### config.mk
export PLATFORM = sky130hd
export DESIGN_NAME = dlp_parser
export DESIGN_NICKNAME = d
export VERILOG_FILES = /design/src/inc/dlp_pkg.sv /design/src/logic/dlp_parser.sv
export SDC_FILE = /design/constraint.sdc
export NUM_CORES = 1
export LEC_CHECK = 0
export BUFFER_PORTS_ARGS = -buffer_cell sky130_fd_sc_hd__buf_4
export CAP_MARGIN = 5
export CORE_ASPECT_RATIO = 0.75
export CORE_MARGIN = 2
export CORE_UTILIZATION = 42
export DETAILED_ROUTE_END_ITERATION = 8
export GPL_ROUTABILITY_DRIVEN = 0
export RECOVER_POWER = 25
export SYNTH_ARGS = -nofsm -noshare
export SYNTH_HDL_FRONTEND = slang
export SYNTH_SLANG_ARGS = --single-unit
### constraint.sdc
create_clock -name clock_i -period 8.51 [get_ports clock_i]
set_input_delay 0.851 -clock clock_i [delete_from_list [all_inputs] [get_ports clock_i]]
set_output_delay 0.851 -clock clock_i [all_outputs]
set_load 0.02 [all_outputs]
### src/inc/dlp_pkg.sv
// Package for the dial link command parser: character codes, result codes, carriers.
// Assumes byte-wide characters on one system clock.
package dlp_pkg;
  // ==========================================================================
  // Character codes
  localparam logic [7:0] CH_A = 8'h41;
  localparam logic [7:0] CH_T = 8'h54;
  localparam logic [7:0] CH_D = 8'h44;
  localparam logic [7:0] CH_H = 8'h48;
  localparam logic [7:0] CH_V = 8'h56;
  localparam logic [7:0] CH_PLUS = 8'h2b;
  localparam logic [7:0] CH_CR = 8'h0d;
  localparam logic [7:0] CH_LF = 8'h0a;
  localparam logic [7:0] CH_0 = 8'h30;
  localparam logic [7:0] CH_1 = 8'h31;
  localparam logic [7:0] CH_9 = 8'h39;
  localparam logic [7:0] CASE_MASK = 8'hdf;
  // ==========================================================================
  // Result codes and sizes
  localparam logic [2:0] RES_OK = 3'h0;
  localparam logic [2:0] RES_CONNECT = 3'h1;
  localparam logic [2:0] RES_ERROR = 3'h4;
  localparam int ADDR_DIGITS = 5;
  localparam int PLUS_COUNT = 3;
  localparam int MAX_ARGS = 7;
  localparam logic [16:0] ADDR_RESET = 17'h00000;
  // ==========================================================================
  // Carriers
  typedef struct packed {
    logic valid;
    logic [7:0] data;
  } dlp_char_s;
  typedef struct packed {
    logic open;
    logic [16:0] addr;
  } dlp_link_s;
endpackage

### src/logic/dlp_parser.sv
// Dial link command parser for the master's payload port.
// Assumes characters arrive as one-cycle strobes from a UART on clock_i;
// the reply path can take one character per cycle (no back-pressure).
//
// Contract
// [RULE1] Commands are parsed only while dial_mode_enable is on.
// [RULE2] In dial mode, scan port characters, recognise only supported AT subset.
// [RULE3] Dial command with a unit address opens a virtual link to it.
// [RULE4] Host supplies five decimal address digits, leading zero padded.
// [RULE5] Completed dial reports code 1, or CONNECT when verbose.
// [RULE6] While connected, pass characters through until three plus characters.
// [RULE7] Link persists until a new dial address or hang-up arrives.
// [RULE8] Hang-up or plus escape drops the link and reports OK.
// [RULE9] Bare attention answers OK; erroneous command answers ERROR.
// [RULE10] Verbosity 0 numeric, 1 text, text default; answers OK.
// [RULE11] Non-command characters echo; second attention prefix closes the link.
// [RULE12] Dial acknowledgment is made locally with no far-end check.
// [RULE13] Payload passes only between master port and addressed remote.
// [RULE14] While a link is open no other radio carries payload.
// [RULE15] Polling simulator issues no polls unless a link is open.
// [RULE16] Diagnostic traffic runs regardless of link state.
// [RULE17] Carriage return ends a line; prefix letters match regardless of case.
`timescale 1ns/1ps
module dlp_parser
  import dlp_pkg::*;
(
  input wire logic clock_i, // System clock, 25 MHz
  input wire logic resetn_i, // Synchronous reset, active low
  input wire logic dial_mode_enable_i, // Dial mode on at this master
  input wire dlp_char_s host_char_i, // Character from host port
  input wire logic poll_req_i, // Polling simulator wants to poll
  input wire logic diag_req_i, // Diagnostic traffic request
  output dlp_char_s reply_o, // Echo and result text to host
  output dlp_char_s payload_o, // Payload toward the radio link
  output dlp_link_s link_o, // Open link and target address
  output logic others_block_o, // Other radios barred from payload
  output logic poll_en_o, // Polling simulator allowed
  output logic diag_en_o // Diagnostic traffic allowed
);
  // ==========================================================================
  // Functions
  function automatic logic [7:0] upc(input logic [7:0] c);
    upc = (c >= 8'h61 && c <= 8'h7a) ? (c & CASE_MASK) : c;
  endfunction
  function automatic logic is_dig(input logic [7:0] c);
    is_dig = (c >= CH_0) && (c <= CH_9);
  endfunction

  typedef enum {ST_IDLE, ST_GOT_A, ST_LINE} dlp_cmd_e;

  // ==========================================================================
  // State
  dlp_cmd_e cmd_ff;
  logic [7:0] line_ff [MAX_ARGS];
  logic [2:0] len_ff;
  logic ovf_ff;
  logic [1:0] plus_ff;
  logic verbose_ff;
  logic open_ff;
  logic [16:0] addr_ff;
  logic [2:0] res_ff;
  logic res_go_ff;
  logic [3:0] txpos_ff;
  logic tx_busy_ff;
  dlp_char_s reply_ff;
  dlp_char_s payload_ff;

  logic [7:0] ch;
  logic chv;
  assign ch = upc(host_char_i.data);
  assign chv = host_char_i.valid & dial_mode_enable_i; // see [RULE1]

  // Decode a finished line held in line_ff (after AT)
  logic [16:0] dial_addr;
  logic dial_ok, hang_ok, vrb_ok, bare_ok;
  always_comb begin
    dial_addr = 17'h00000;
    dial_ok = (len_ff == 3'(ADDR_DIGITS + 2)) && !ovf_ff
      && line_ff[0] == CH_D && line_ff[1] == CH_T; // see [RULE4]
    for (int i = 0; i < ADDR_DIGITS; i++) begin
      dial_ok = dial_ok & is_dig(line_ff[i + 2]);
      dial_addr = 17'(dial_addr * 17'd10 + 17'(line_ff[i + 2] - CH_0));
    end
    hang_ok = (len_ff == 3'd1) && !ovf_ff && line_ff[0] == CH_H;
    vrb_ok = (len_ff == 3'd2) && !ovf_ff && line_ff[0] == CH_V
      && (line_ff[1] == CH_0 || line_ff[1] == CH_1);
    bare_ok = (len_ff == 3'd0) && !ovf_ff;
  end

  logic line_end;
  assign line_end = chv && cmd_ff == ST_LINE && ch == CH_CR; // see [RULE17]
  logic esc_hit;
  assign esc_hit = chv && open_ff && ch == CH_PLUS && plus_ff == 2'(PLUS_COUNT - 1);

  // ==========================================================================
  // Command scanner: AT prefix then argument bytes until carriage return
  always_ff @(posedge clock_i) begin
    if (!resetn_i) begin
      cmd_ff <= ST_IDLE;
      len_ff <= 3'd0;
      ovf_ff <= 1'b0;
    end else if (chv) begin // see [RULE2]
      case (cmd_ff)
        ST_IDLE: cmd_ff <= (ch == CH_A) ? ST_GOT_A : ST_IDLE; // see [RULE17]
        ST_GOT_A: begin
          cmd_ff <= (ch == CH_T) ? ST_LINE : (ch == CH_A) ? ST_GOT_A : ST_IDLE;
          len_ff <= 3'd0;
          ovf_ff <= 1'b0;
        end
        ST_LINE: begin
          if (ch == CH_CR) begin
            cmd_ff <= ST_IDLE;
          end else if (len_ff == 3'(MAX_ARGS)) begin
            ovf_ff <= 1'b1; // Long lines become errors, not truncation
          end else begin
            len_ff <= len_ff + 3'd1;
          end
        end
        default: cmd_ff <= ST_IDLE;
      endcase
    end
  end

  // Argument capture, one slot per position
  generate
    for (genvar g = 0; g < MAX_ARGS; g++) begin : g_arg
      always_ff @(posedge clock_i) begin
        if (!resetn_i) begin
          line_ff[g] <= 8'h00;
        end else if (chv && cmd_ff == ST_LINE && ch != CH_CR && len_ff == 3'(g)) begin
          line_ff[g] <= ch;
        end
      end
    end
  endgenerate

  // ==========================================================================
  // Escape detector: counts consecutive plus characters while linked
  always_ff @(posedge clock_i) begin
    if (!resetn_i) begin
      plus_ff <= 2'd0;
    end else if (chv) begin
      if (!open_ff || ch != CH_PLUS || esc_hit) plus_ff <= 2'd0;
      else plus_ff <= plus_ff + 2'd1; // see [RULE6]
    end
  end

  // ==========================================================================
  // Link state and verbosity
  always_ff @(posedge clock_i) begin
    if (!resetn_i) begin
      open_ff <= 1'b0;
      addr_ff <= ADDR_RESET;
    end else if (!dial_mode_enable_i) begin
      open_ff <= 1'b0;
    end else if (esc_hit) begin
      open_ff <= 1'b0; // see [RULE8]
    end else if (line_end && dial_ok) begin
      open_ff <= 1'b1; // see [RULE3]
      addr_ff <= dial_addr; // see [RULE7]
    end else if (line_end && hang_ok) begin
      open_ff <= 1'b0; // see [RULE8]
    end else if (chv && cmd_ff == ST_GOT_A && ch == CH_T) begin
      open_ff <= 1'b0; // Second attention prefix; see [RULE11]
    end
  end

  always_ff @(posedge clock_i) begin
    if (!resetn_i) begin
      verbose_ff <= 1'b1; // see [RULE10]
    end else if (line_end && vrb_ok) begin
      verbose_ff <= (line_ff[1] == CH_1); // see [RULE10]
    end
  end

  // ==========================================================================
  // Result selection; acknowledgment is local, no far-end check
  always_ff @(posedge clock_i) begin
    if (!resetn_i) begin
      res_ff <= RES_OK;
      res_go_ff <= 1'b0;
    end else begin
      res_go_ff <= 1'b0;
      if (esc_hit) begin
        res_ff <= RES_OK; // see [RULE8]
        res_go_ff <= 1'b1;
      end else if (line_end) begin
        res_go_ff <= 1'b1;
        if (dial_ok) res_ff <= RES_CONNECT; // see [RULE5] [RULE12]
        else if (hang_ok || vrb_ok || bare_ok) res_ff <= RES_OK; // see [RULE9]
        else res_ff <= RES_ERROR; // see [RULE9]
      end
    end
  end

  // Result text of the current code, index 0 first
  function automatic logic [7:0] res_char(input logic [2:0] r, input logic v,
                                          input logic [3:0] p);
    logic [7:0] s [9];
    int n;
    for (int i = 0; i < 9; i++) s[i] = 8'h00;
    n = 1;
    if (!v) begin
      s[0] = 8'(CH_0 + 8'(r));
    end else if (r == RES_OK) begin
      s[0] = 8'h4f;
      s[1] = 8'h4b;
      n = 2;
    end else if (r == RES_CONNECT) begin
      s[0] = 8'h43;
      s[1] = 8'h4f;
      s[2] = 8'h4e;
      s[3] = 8'h4e;
      s[4] = 8'h45;
      s[5] = 8'h43;
      s[6] = CH_T;
      n = 7;
    end else begin
      s[0] = 8'h45;
      s[1] = 8'h52;
      s[2] = 8'h52;
      s[3] = 8'h4f;
      s[4] = 8'h52;
      n = 5;
    end
    s[n] = CH_CR;
    s[n + 1] = CH_LF;
    res_char = (p < 4'd9) ? s[p] : 8'h00;
  endfunction

  function automatic logic [3:0] res_len(input logic [2:0] r, input logic v);
    if (!v) res_len = 4'd3;
    else if (r == RES_OK) res_len = 4'd4;
    else if (r == RES_CONNECT) res_len = 4'd9;
    else res_len = 4'd7;
  endfunction

  // ==========================================================================
  // Reply stream: echo of command-mode characters, then result text
  always_ff @(posedge clock_i) begin
    if (!resetn_i) begin
      tx_busy_ff <= 1'b0;
      txpos_ff <= 4'd0;
      reply_ff <= '0;
    end else begin
      reply_ff.valid <= 1'b0;
      if (tx_busy_ff) begin
        reply_ff.valid <= 1'b1;
        reply_ff.data <= res_char(res_ff, verbose_ff, txpos_ff);
        txpos_ff <= txpos_ff + 4'd1;
        if (txpos_ff == res_len(res_ff, verbose_ff) - 4'd1) tx_busy_ff <= 1'b0;
      end else if (res_go_ff) begin
        tx_busy_ff <= 1'b1;
        txpos_ff <= 4'd0;
      end else if (chv && !open_ff) begin
        reply_ff.valid <= 1'b1; // see [RULE11]
        reply_ff.data <= host_char_i.data;
      end
    end
  end

  // ==========================================================================
  // Payload gate and network permissions
  always_ff @(posedge clock_i) begin
    if (!resetn_i) begin
      payload_ff <= '0;
      others_block_o <= 1'b0;
      poll_en_o <= 1'b0;
      diag_en_o <= 1'b0;
    end else begin
      payload_ff.valid <= host_char_i.valid && (!dial_mode_enable_i || open_ff); // see [RULE6] [RULE13]
      payload_ff.data <= host_char_i.data;
      others_block_o <= dial_mode_enable_i && open_ff; // see [RULE14]
      poll_en_o <= poll_req_i && (!dial_mode_enable_i || open_ff); // see [RULE15]
      diag_en_o <= diag_req_i; // see [RULE16]
    end
  end

  assign reply_o = reply_ff;
  assign payload_o = payload_ff;
  assign link_o = '{open: open_ff, addr: addr_ff}; // see [RULE13]

  // ==========================================================================
  // Assertions
  a_default_text: assert property (@(posedge clock_i) // see [RULE10]
    $rose(resetn_i) |-> verbose_ff) else $error("verbosity not text after reset");
  a_escape_closes: assert property (@(posedge clock_i) disable iff (!resetn_i) // see [RULE8]
    esc_hit |=> !open_ff ##1 res_ff == RES_OK) else $error("escape did not close");
  a_dial_opens: assert property (@(posedge clock_i) disable iff (!resetn_i) // see [RULE3]
    line_end && dial_ok && !esc_hit |=> open_ff && addr_ff == $past(dial_addr))
    else $error("dial did not open link");
  a_dial_result: assert property (@(posedge clock_i) disable iff (!resetn_i) // see [RULE5]
    line_end && dial_ok |=> ##1 res_ff == RES_CONNECT) else $error("dial result wrong");
  a_error_result: assert property (@(posedge clock_i) disable iff (!resetn_i) // see [RULE9]
    line_end && !(dial_ok || hang_ok || vrb_ok || bare_ok) |=> ##1 res_ff == RES_ERROR)
    else $error("error result wrong");
  a_mode_off_quiet: assert property (@(posedge clock_i) disable iff (!resetn_i) // see [RULE1]
    !dial_mode_enable_i |=> (!open_ff && !reply_o.valid)[*2])
    else $error("parsing while dial mode off");
  a_poll_gated: assert property (@(posedge clock_i) disable iff (!resetn_i) // see [RULE15]
    dial_mode_enable_i && !open_ff |=> !poll_en_o) else $error("poll without link");
  a_diag_free: assert property (@(posedge clock_i) disable iff (!resetn_i) // see [RULE16]
    diag_req_i |=> diag_en_o) else $error("diagnostics blocked");
  a_payload_gate: assert property (@(posedge clock_i) disable iff (!resetn_i) // see [RULE13]
    dial_mode_enable_i && !open_ff |=> !payload_o.valid) else $error("payload leaked");
  // The prefix alone already drops the link, so the answer code is what proves hang-up
  a_hang_closes: assert property (@(posedge clock_i) disable iff (!resetn_i) // see [RULE8]
    line_end && hang_ok |=> !open_ff ##1 res_ff == RES_OK)
    else $error("hang-up did not close with OK");

  c_dial: cover property (@(posedge clock_i) line_end && dial_ok);
  c_escape: cover property (@(posedge clock_i) esc_hit);
  c_numeric: cover property (@(posedge clock_i) line_end && vrb_ok && line_ff[1] == CH_0);
  c_hangup: cover property (@(posedge clock_i) line_end && hang_ok);
  c_second_at: cover property (@(posedge clock_i)
    chv && open_ff && cmd_ff == ST_GOT_A && ch == CH_T);
endmodule // dlp_parser

### Yosys cells after proc, flatten, opt, wreduce, memory -nomap -nowiden

Memory sizes are Yosys's and may differ from the RTL's.
Index checks and enable logic that the tools add are counted.

* bits in registers: 87
* memory bits (writable): 56
* bits of input ports: 14
* output and inout port bits: 39
* word-level logic and storage cells: 258
* memories: 1

Memories
* line_ff: depth 7, bits a word 8, read ports 7, clocked after Yosys merged registers in 0, wr ports 7, line dlp_parser.sv:54 `logic [7:0] line_ff [MAX_ARGS];`

* add/subtract/negate cells: 15
* $mul: 4
* order comparisons: 18
* equal/unequal tests: 31
* multiplexer cells: 84
* bitwise logic cells: 25
* reductions and logical operators: 62

Operators by type and width (count)
* 32-bit 2-to-1 mux: 5
* 48-bit 2-to-1 mux: 3
* 8-bit 2-to-1 mux: 15
* 32-bit one-hot mux with 3 select lines: 1
* 17-bit adder: 4
* 17-bit by 3-bit multiplier with 16-bit output, second input constant: 4
* 8-bit demux with 4-bit select: 2
* 32-bit by 2-bit equality test with 1-bit output, second input constant: 2
* 32-bit by 5-bit >= comparator with 1-bit output, second input constant: 2
* 32-bit by 1-bit less-than comparator with 1-bit output, second input constant: 2
* 32-bit inverter: 2
* 54-bit bitwise AND: 1
* 54-bit inverter: 1
* 8-bit by 7-bit equality test with 1-bit output, second input constant: 6
* 45-bit bitwise AND: 1
* 45-bit inverter: 1
* 8-bit by 6-bit subtractor with 9-bit output, second input constant: 5
* 8-bit by 6-bit >= comparator with 1-bit output, second input constant: 5
* 8-bit by 6-bit less-or-equal comparator with 1-bit output, second input constant: 5
* 40-bit 2-to-1 mux: 1
* 1-bit logical AND: 39
* 35-bit 2-to-1 mux: 1
* 1-bit 2-to-1 mux: 33
* 32-bit by 2-bit adder with 32-bit output, second input constant: 1
* other kinds (49): 97

### Logic depth before layout (Yosys ltp)

Gate-level depths: netlist of the first run.

* word-level depth: 19
* mapped depth: 42
* gate-level depth less buffers: 42

### Worst setup path after synthesis of the first run

No wires, ideal clock.

* kind: flip-flop to flip-flop
* start point: memory line_ff[2][1], in the netlist line_ff[0][17]
* end point: register addr_ff[16]
* library setup time: 0.073 ns
* arrival time: 8.519 ns
* required time: 8.437 ns
* slack: -0.082 ns
* stages on the path, launching flop included: 42
* buffers on the path: 0
* period minus slack after synthesis: 8.592 ns
* cells stage by stage: edfxtp_1 > ha_1 > ha_1 > fa_1 > ha_1 > o21a_1 > o31ai_2 > a21boi_0 > ha_1 > ha_1 > nor2b_1 > o21ai_0 > nor2b_1 > xnor2_1 > ha_1 > and2_1 > o21ai_0 > o21ai_1 > (+6 left out) > a21oi_1 > xnor2_1 > ha_1 > inv_1 > or4_1 > o311a_1 > o211ai_1 > ha_1 > ha_1 > xor2_1 > ha_1 > nor2_1 > nor2_1 > o41a_1 > xor2_1 > nor2_1 > mux2_4 > nor3_2

RTL lines
* start: declaration: line dlp_parser.sv:54
* end signal: assignment: line dlp_parser.sv:160 `addr_ff <= dial_addr;`
* end: declaration: line dlp_parser.sv:60 `logic [16:0] addr_ff;`

==> results of run 1 <==
flip-flops by register name (all words and copies together), names as in the netlist, 2 cells and up:
name       count
cmd_ff         2
res_ff         2
reply_o        9
txpos_ff       4
len_ff         3
addr_ff       17
plus_ff        2
line_ff       56
payload_o      9
layer usage:
| layer | vias to the layer above | track usage (%) | wire length [µm] |
|---|---|---|---|
| li1 | 4284 | - | - |
| met1 | 3781 | 27.0 | 11900 |
| met2 | 102 | 29.9 | 10100 |
| met3 | 11 | 3.11 | 640 |
| met4 | 0 | 2.87 | 152 |
| met5 | - | 0 | 0 |
cell usage after synthesis, types with 5 or more instances:
library cell / instances
nor3_1: 31
a21boi_0: 6
nor2_1: 135
o21bai_1: 13
nor4_1: 5
xor2_1: 25
dfxtp_1: 56
nor2b_1: 37
and2_1: 12
mux2i_1: 24
fa_1: 8
edfxtp_1: 56
or3_1: 6
nand4_1: 5
o22ai_1: 7
and3_1: 5
xnor2_1: 68
o21ai_0: 53
o21a_1: 12
nand3b_1: 5
inv_1: 74
nor3b_1: 5
ha_1: 159
or4_1: 5
clkbuf_1: 20
a31oi_1: 12
nand2_1: 69
a21oi_1: 78
nand3_1: 17
a21o_1: 16
nand2b_1: 10
critical path: cells and delay by family (launching register included):
kind | cells | cell delay (ps)
compound gates | 12 | 2000
xor+xnor | 5 | 670
fa+ha+maj | 13 | 4010
buf+inv | 4 | 420
flops | 1 | 410
mux | 1 | 270
simple gates | 7 | 750
timing repair:
item	CTS	global route
pin swaps	39	59
resized for setup	39	56
setup endpoints to repair	1	3
buffers inserted	7	15
stage by stage:
step	instance area, µm²	setup TNS, ps
detailed placement	11200	-262
global placement	11200	-105
finish	12100	-108
global route	12100	-574
floorplan	9870	0
CTS	11800	0
path summary, 6_finish.rpt:
| check | slack, ps | to | cells after the start |
|---|---|---|---|
| setup / recovery | -110 | addr_ff[16] | 42 |
| hold reg to reg | 510 | cmd_ff[0] | 2 |
| setup reg to reg | -110 | addr_ff[16] | 42 |
| hold / removal | 510 | cmd_ff[0] | 2 |
layout make-up:
cell class                      count  area, µm²  share of cell area, %
Inverter                           76        285                   2.35
Tap cell                          300        375                   3.10
Clock buffer                        9        225                   1.86
Timing Repair Buffer              169       1130                   9.32
Sequential cell                   112       2800                   23.1
Clock inverter                      7       86.3                  0.712
Multi-Input combinational cell    901       7210                   59.5
cell families (layout without fill, tap and decap cells):
| kind of cell | count (synthesis) | in the layout |
|---|---|---|
| AO/OA/AOI/OAI | 244 | 244 |
| XOR/XNOR | 95 | 95 |
| multiplexers | 26 | 26 |
| AND/OR/NAND/NOR | 369 | 369 |
| buffers and inverters | 102 | 261 |
| flip-flops | 112 | 112 |
| adder cells (fa/ha/maj) | 167 | 167 |
==> impl.org, run 1 <==
** Timing
- Based on the critical path, the design can be clocked at up to 116 MHz.
- Maximum clock skew at final layout :: 15.7 ps
- The number of hold-slack violations in the final timing report came to 0.
- Final max-slew violation count :: 0
- The final critical path takes up 101% of the cycle.
- In the post-route analysis, the smallest setup slack over all paths is -108 ps.
- Setup repair after global routing missed its margin :: true
- After layout, the minimum clock period comes to 8620 ps.
- Post-Route Hold Slack :: 512 ps
- Transition at the pin with the smallest max-transition slack :: slightly below 800 ps
- Max transition margin :: 47.7%
- Number of setup violations in the final report :: 1

** Clocking
- Clk Tree Root Cell :: clkbuf_16
- Clock latency on the worst-skew pair, taken at its later pin, is ~370 ps.
- Clk buf depth :: 2
- Clock-pin transition on the worst setup and hold timing paths :: around 80 ps
- TritonCTS built the clock tree.
- Number of hold buffers added after cts :: 0
- Total CTS buffers :: 9
- Number of clock sinks seen by CTS :: 112
- The H-tree generated during clock tree synthesis spans 3 levels.

** Yosys
- Area fraction of the dominant cell type after synthesis :: between 20% and 30%
- Post-synth top flop :: edfxtp_1
- Post-Syn Nets :: ~1300
- Count of different cell masters after synthesis :: 77
- Of all cell types, the one taking the most synthesized area is ha_1.
- Summing every instance area after synthesis gives between 9000 and 10000 µm².
- After Yosys synthesis, XOR and XNOR cells account for ~8.7% of the synthesized area.
- Summing the areas of all fa, ha and maj instances in the mapped netlist gives around 22% of the synthesized area.
- Main area contributors after synthesis :: ha_1, edfxtp_1, dfxtp_1, xnor2_1, nor2_1
- The synthesized netlist devotes about 16% of its cell area to compound gates.
- Post-synthesis sequential element count :: roughly 110
- Proportion of synthesized area in mux cells :: under 10%
- Post-synthesis cell count :: 1115
- Combinational family with the most area after synthesis :: adder cells
- The average instance in the mapped netlist occupies 8.84 µm².
- Asr flop ratio synth :: 0%
- Yosys mapped a number of flops with a built-in enable equal to between 50 and 60.
- For this run, the register share of the synthesized area comes to 28.4%.
- After Yosys synthesis, and, or, nand and nor cells account for between 10% and 20% of the synthesized area.
- YS warnings :: 0

** Status
- The final reports fail on setup timing.
- The flow ran to the end, but the final reports show violations.

** Final layout
- Syn-to-layout area delta :: 23.0%
- Finished Layout Cells :: between 1500 and 2000
- Leaving out fill and tap cells, the most frequent cell in the layout is ha_1.
- Cells fill 52.7% of the core in the end.
- The library cells used most frequently in the layout, excluding fill and tap cells, are ha_1, nor2_1, buf_4.
- Antenna fix cells :: 0
- Ratio of cells with drive above 1 in the final layout :: 18.9%
- The layout has between 2000 and 2500 filler cells.
- For this run, the post-layout net count is between 1000 and 1500.

** Detailed routing
- First DRT Iteration DRCs :: 461
- Summing over every cut layer, the via total after detailed routing is between 8000 and 9000.
- The final layout contains routed wiring with a total length of ~23000 µm.
- In the routed design, unresolved DRC markers number 0.
- The first TritonRoute pass finished after 5 iterations.
- Average via count per standard cell :: about 5.2
- Post-detailed-route count of antenna-violating nets :: 0
- In the final routed layout, each cell accounts on average for 14.5 µm.

** Global routing
- GRT Resource Usage Total :: about a fifth
- Global-route wire length before repair :: around 38000 µm
- The number of global-route vias before repair was approximately 7800.
- Global-route congestion overflow total :: 0
- Entering global routing, the biggest net connects 64 pins.
- Number of antenna violations at the first check in global routing :: 1

** Critical path
- For the worst setup path, the data required time is 8810 ps.
- Among the stages of the critical path, the cell type that occurs most often is ha_1.
- For the worst setup path, the data arrival time is just under 9000 ps.
- Nature of the critical path endpoint :: flop
- Along the worst path, the maximum fanout reaches 4.
- The setup path with the least slack is of type reg -> reg.
- The most critical setup path has its startpoint at line_ff[0][17].
- Startpoint type of the worst setup path :: flop
- Cell with the largest stage delay on the worst path :: fa_2
- For this run, the slowest stage of the critical path takes ~490 ps.
- Critical R2R Launch :: line_ff[0][17]

** Placement
- Post-place setup slack :: -262 ps
- Cell count after placement :: 1537
- Half-perimeter wire length of the detailed placement result :: 17100 µm
- Port-buffer cells :: 52

** Die
- Die ar. :: ~25000 µm²
- Once the floorplan was initialized, standard cells occupied between 40 and 50% of the core.
- Die Span X :: 181 µm
- The floorplan step defined a core boundary enclosing 23000 µm².
- IO Pins :: 53
- Number of placement rows :: 48
- The die is approximately 140 µm tall.

** Min path
- Classification of the worst-slack hold path :: reg -> reg
- The startpoint identified for the worst hold timing path is cmd_ff[0].

** Run
- Across the run, the number of max-cap violations was 0.
Power of run 1 is not shown: default switching activity piles up to over one toggle a cycle in this logic, so the estimate is an artifact.
==> inputs of run 2 (changes only) <==
==> constraint.sdc (replaced) <==
create_clock -name clock_i -period 8.51 [get_ports clock_i]
set_input_delay 0 -clock clock_i [delete_from_list [all_inputs] [get_ports clock_i]]
set_output_delay 0 -clock clock_i [all_outputs]
set_load 0.02 [all_outputs]
==> run 2 against run 1 <==
Effect of this change:
- the run still ends with setup timing left
- via count grew 0.31%
- non-clock buffer count increased by 6
- critical path depth unchanged
- setup slack about the same
- largest cell class unchanged
- worst hold slack worse by 460 ps
- utilization rose by 0.24 points
- sequential share of layout area down 0.11 points
- register-to-register slack barely moved
==> impl.org, run 2 (synthesis gave the netlist of run 1 again) <==
** Timing
- The count of final setup violators is 1 (unchanged).
- Final hold violation count :: 0 (unchanged)
- Final clock period utilization by the worst path :: 101% (about the same)
- The final critical-path required period came to 8620 ps (about the same).
- Final worst setup slack :: -108 ps (about the same)
- FMAX :: 116 MHz (about the same)
- Max transition margin :: 47.9% (was 47.7%)
- Post-Route Hold Slack :: 49.5 ps (was 512 ps)
- Transition at the pin with the smallest max-transition slack :: 781 ps (was 784 ps)
- The final worst clock skew is 15.4 ps (was 15.7 ps).
- The max-slew violation count is 0 (unchanged).
- Final setup TNS :: -108 ps (about the same)
- Setup repair after global routing missed its margin: true (unchanged).

** Detailed routing
- The iteration count of the initial detailed-routing pass is 5 (unchanged).
- First DRT Iteration DRCs :: 441 (was 461)
- Post-detailed-route count of antenna-violating nets :: 0 (unchanged)
- The routed length per placed instance is 14.4 µm (was 14.5 µm).
- The post-route DRC violation count is 0 (unchanged).
- The via total after detailed routing was 8203 (was 8178).
- Total Routed Length :: 22800 µm (about the same)
- Average via count per standard cell :: 5.19 (was 5.20)

** Critical path
- Beginning of the critical path :: line_ff[0][17] (unchanged)
- The worst-path maximum fanout was 4 (unchanged).
- Arrival @ worst endpoint :: 8910 ps (about the same)
- Cell with the largest stage delay on the worst path :: fa_2 (unchanged)
- Category of the critical setup timing path :: reg -> reg (unchanged)
- Critical R2R Launch :: line_ff[0][17] (unchanged)
- Nature of the critical path endpoint :: flop (unchanged)
- CP Buf/Inv Count :: 4 (unchanged)
- The required arrival time at the worst endpoint came to 8810 ps (about the same).
- The cell repeated most along the worst path is ha_1 (unchanged).
- CP max stage delay :: 490 ps (about the same)
- The cell type group with the largest total delay on the critical path is adder cells (unchanged).
- The launching element type of the critical path is a flop (unchanged).

** Global routing
- GRT Resource Usage Total :: 18.7% (about the same)
- Global-route wire length before repair :: 37900 µm (was 37800 µm)
- Number of antenna violations at the first check in global routing :: 1 (unchanged)
- Global-route congestion overflow total :: 0 (unchanged)
- Pin count of the biggest net entering global routing :: 64 (unchanged)
- Number of global-route vias before repair :: 7825 (was 7798)

** Clocking
- The root buffer cell is clkbuf_16 (unchanged).
- Number of clock sinks seen by CTS :: 112 (unchanged)
- The clock-pin slew on the worst setup and hold paths came to 80 ps (about the same).
- The clock tree from TritonCTS was yes (unchanged).
- The maximum clock insertion buffer count was 2 (unchanged).
- Number of levels in the clock H-tree :: 3 (unchanged)
- Skew-Pair Late Insertion Delay :: 370 ps (about the same)
- Total CTS buffers :: 9 (unchanged)

** Die
- The core outline area is 23000 µm² (unchanged).
- Die ar. :: 24700 µm² (unchanged)
- The row count was 48 (unchanged).
- Die Span X :: 181 µm (unchanged)
- The die boundary height came to 137 µm (unchanged).
- IO Pins :: 53 (unchanged)
- The initial cell density of the core was 42.8% (unchanged).

** Final layout
- Ratio of cells with drive above 1 in the final layout :: 18.8% (was 18.9%)
- Top library cells by usage in the layout, fill and taps aside: ha_1, nor2_1, buf_4 (unchanged).
- Antenna fix cells :: 0 (unchanged)
- The number of flip-flops in the largest register came to 56 (unchanged).
- Final-layout fill cell count :: 2176 (was 2178)
- The most common cell after layout, fill and taps aside is ha_1 (unchanged).
- The register ranked first by flip-flop count was line_ff (unchanged).
- The number of nets in the layout is 1456 (was 1450).
- Syn-to-layout area delta :: 23.6% (was 23.0%)
- Top Registers: line_ff x56, addr_ff x17 (unchanged).
- The final design area excluding fillers came to 12200 µm² (was 12100 µm²).

** Min path
- Classification of the worst-slack hold path :: in -> reg (was reg -> reg)
- The beginning of the worst hold path is host_char_i[4] (was cmd_ff[0]).

** Placement
- Port-buffer cells :: 52 (unchanged)
- The post-place instance area is 11200 µm² (unchanged).
- Post-place setup slack :: -262 ps (unchanged)
- The half-perimeter wire length after detailed placement came to 17100 µm (unchanged).

** Status
- Violated checks: setup timing (unchanged).
- Outcome: finished, violations left (unchanged).

** Run
- Max_cap viols :: 0 (unchanged)
-- run 2: metal layers --
metal | vias up | GRT usage (%) | part of all wire (%)
met5 | - | 0 | 0
met4 | 0 | 2.87 | 0.67
met3 | 11 | 3.11 | 3.0
li1 | 4299 | - | -
met1 | 3774 | 27.0 | 52
met2 | 119 | 30.1 | 44
-- run 2: layout make-up --
cell class / instances / area [µm²] / area share, %
Clock inverter: 7 / 86.3 / 0.709
Sequential cell: 112 / 2800 / 23.0
Clock buffer: 9 / 225 / 1.85
Timing Repair Buffer: 175 / 1190 / 9.74
Multi-Input combinational cell: 901 / 7210 / 59.3
Inverter: 76 / 285 / 2.34
Tap cell: 300 / 375 / 3.08
-- run 2: per-stage QoR --
stage | std cells | util [%]
after floorplan | 1115 | -
after global placement | 1537 | 48.9
after detailed placement | 1537 | 48.9
after CTS | 1566 | 51.7
after global routing | 1580 | 52.9
final | 1580 | 52.9
-- run 2: worst register-to-register path, delay by kind of cell, from the launching register on --
| family | cells | cell delay, ps |
|---|---|---|
| buffers and inverters | 4 | 420 |
| xor gates and xnor gates | 5 | 670 |
| and+or+nand+nor | 7 | 750 |
| AOI/OAI and AO/OA | 12 | 2000 |
| adders and majority gates | 13 | 4020 |
| muxes | 1 | 270 |
| DFF | 1 | 410 |
-- run 2: path summary, 6_finish.rpt --
kind	depth (start not counted)	end	slack [ps]
max	42	addr_ff[16]	-110
min	5	cmd_ff[0]	50
max reg2reg	42	addr_ff[16]	-110
min reg2reg	2	cmd_ff[0]	510
-- run 2: repair_timing --
| action | 4_1_cts | 5_1_grt |
|---|---|---|
| setup buffers | 7 | 15 |
| hold buffers | 6 | 0 |
| hold endpoints to repair | 7 | 0 |
| pin swaps | 39 | 59 |
| setup endpoints to repair | 1 | 3 |
| gates resized for setup | 39 | 56 |
Power of run 2 is left out for the same reason.
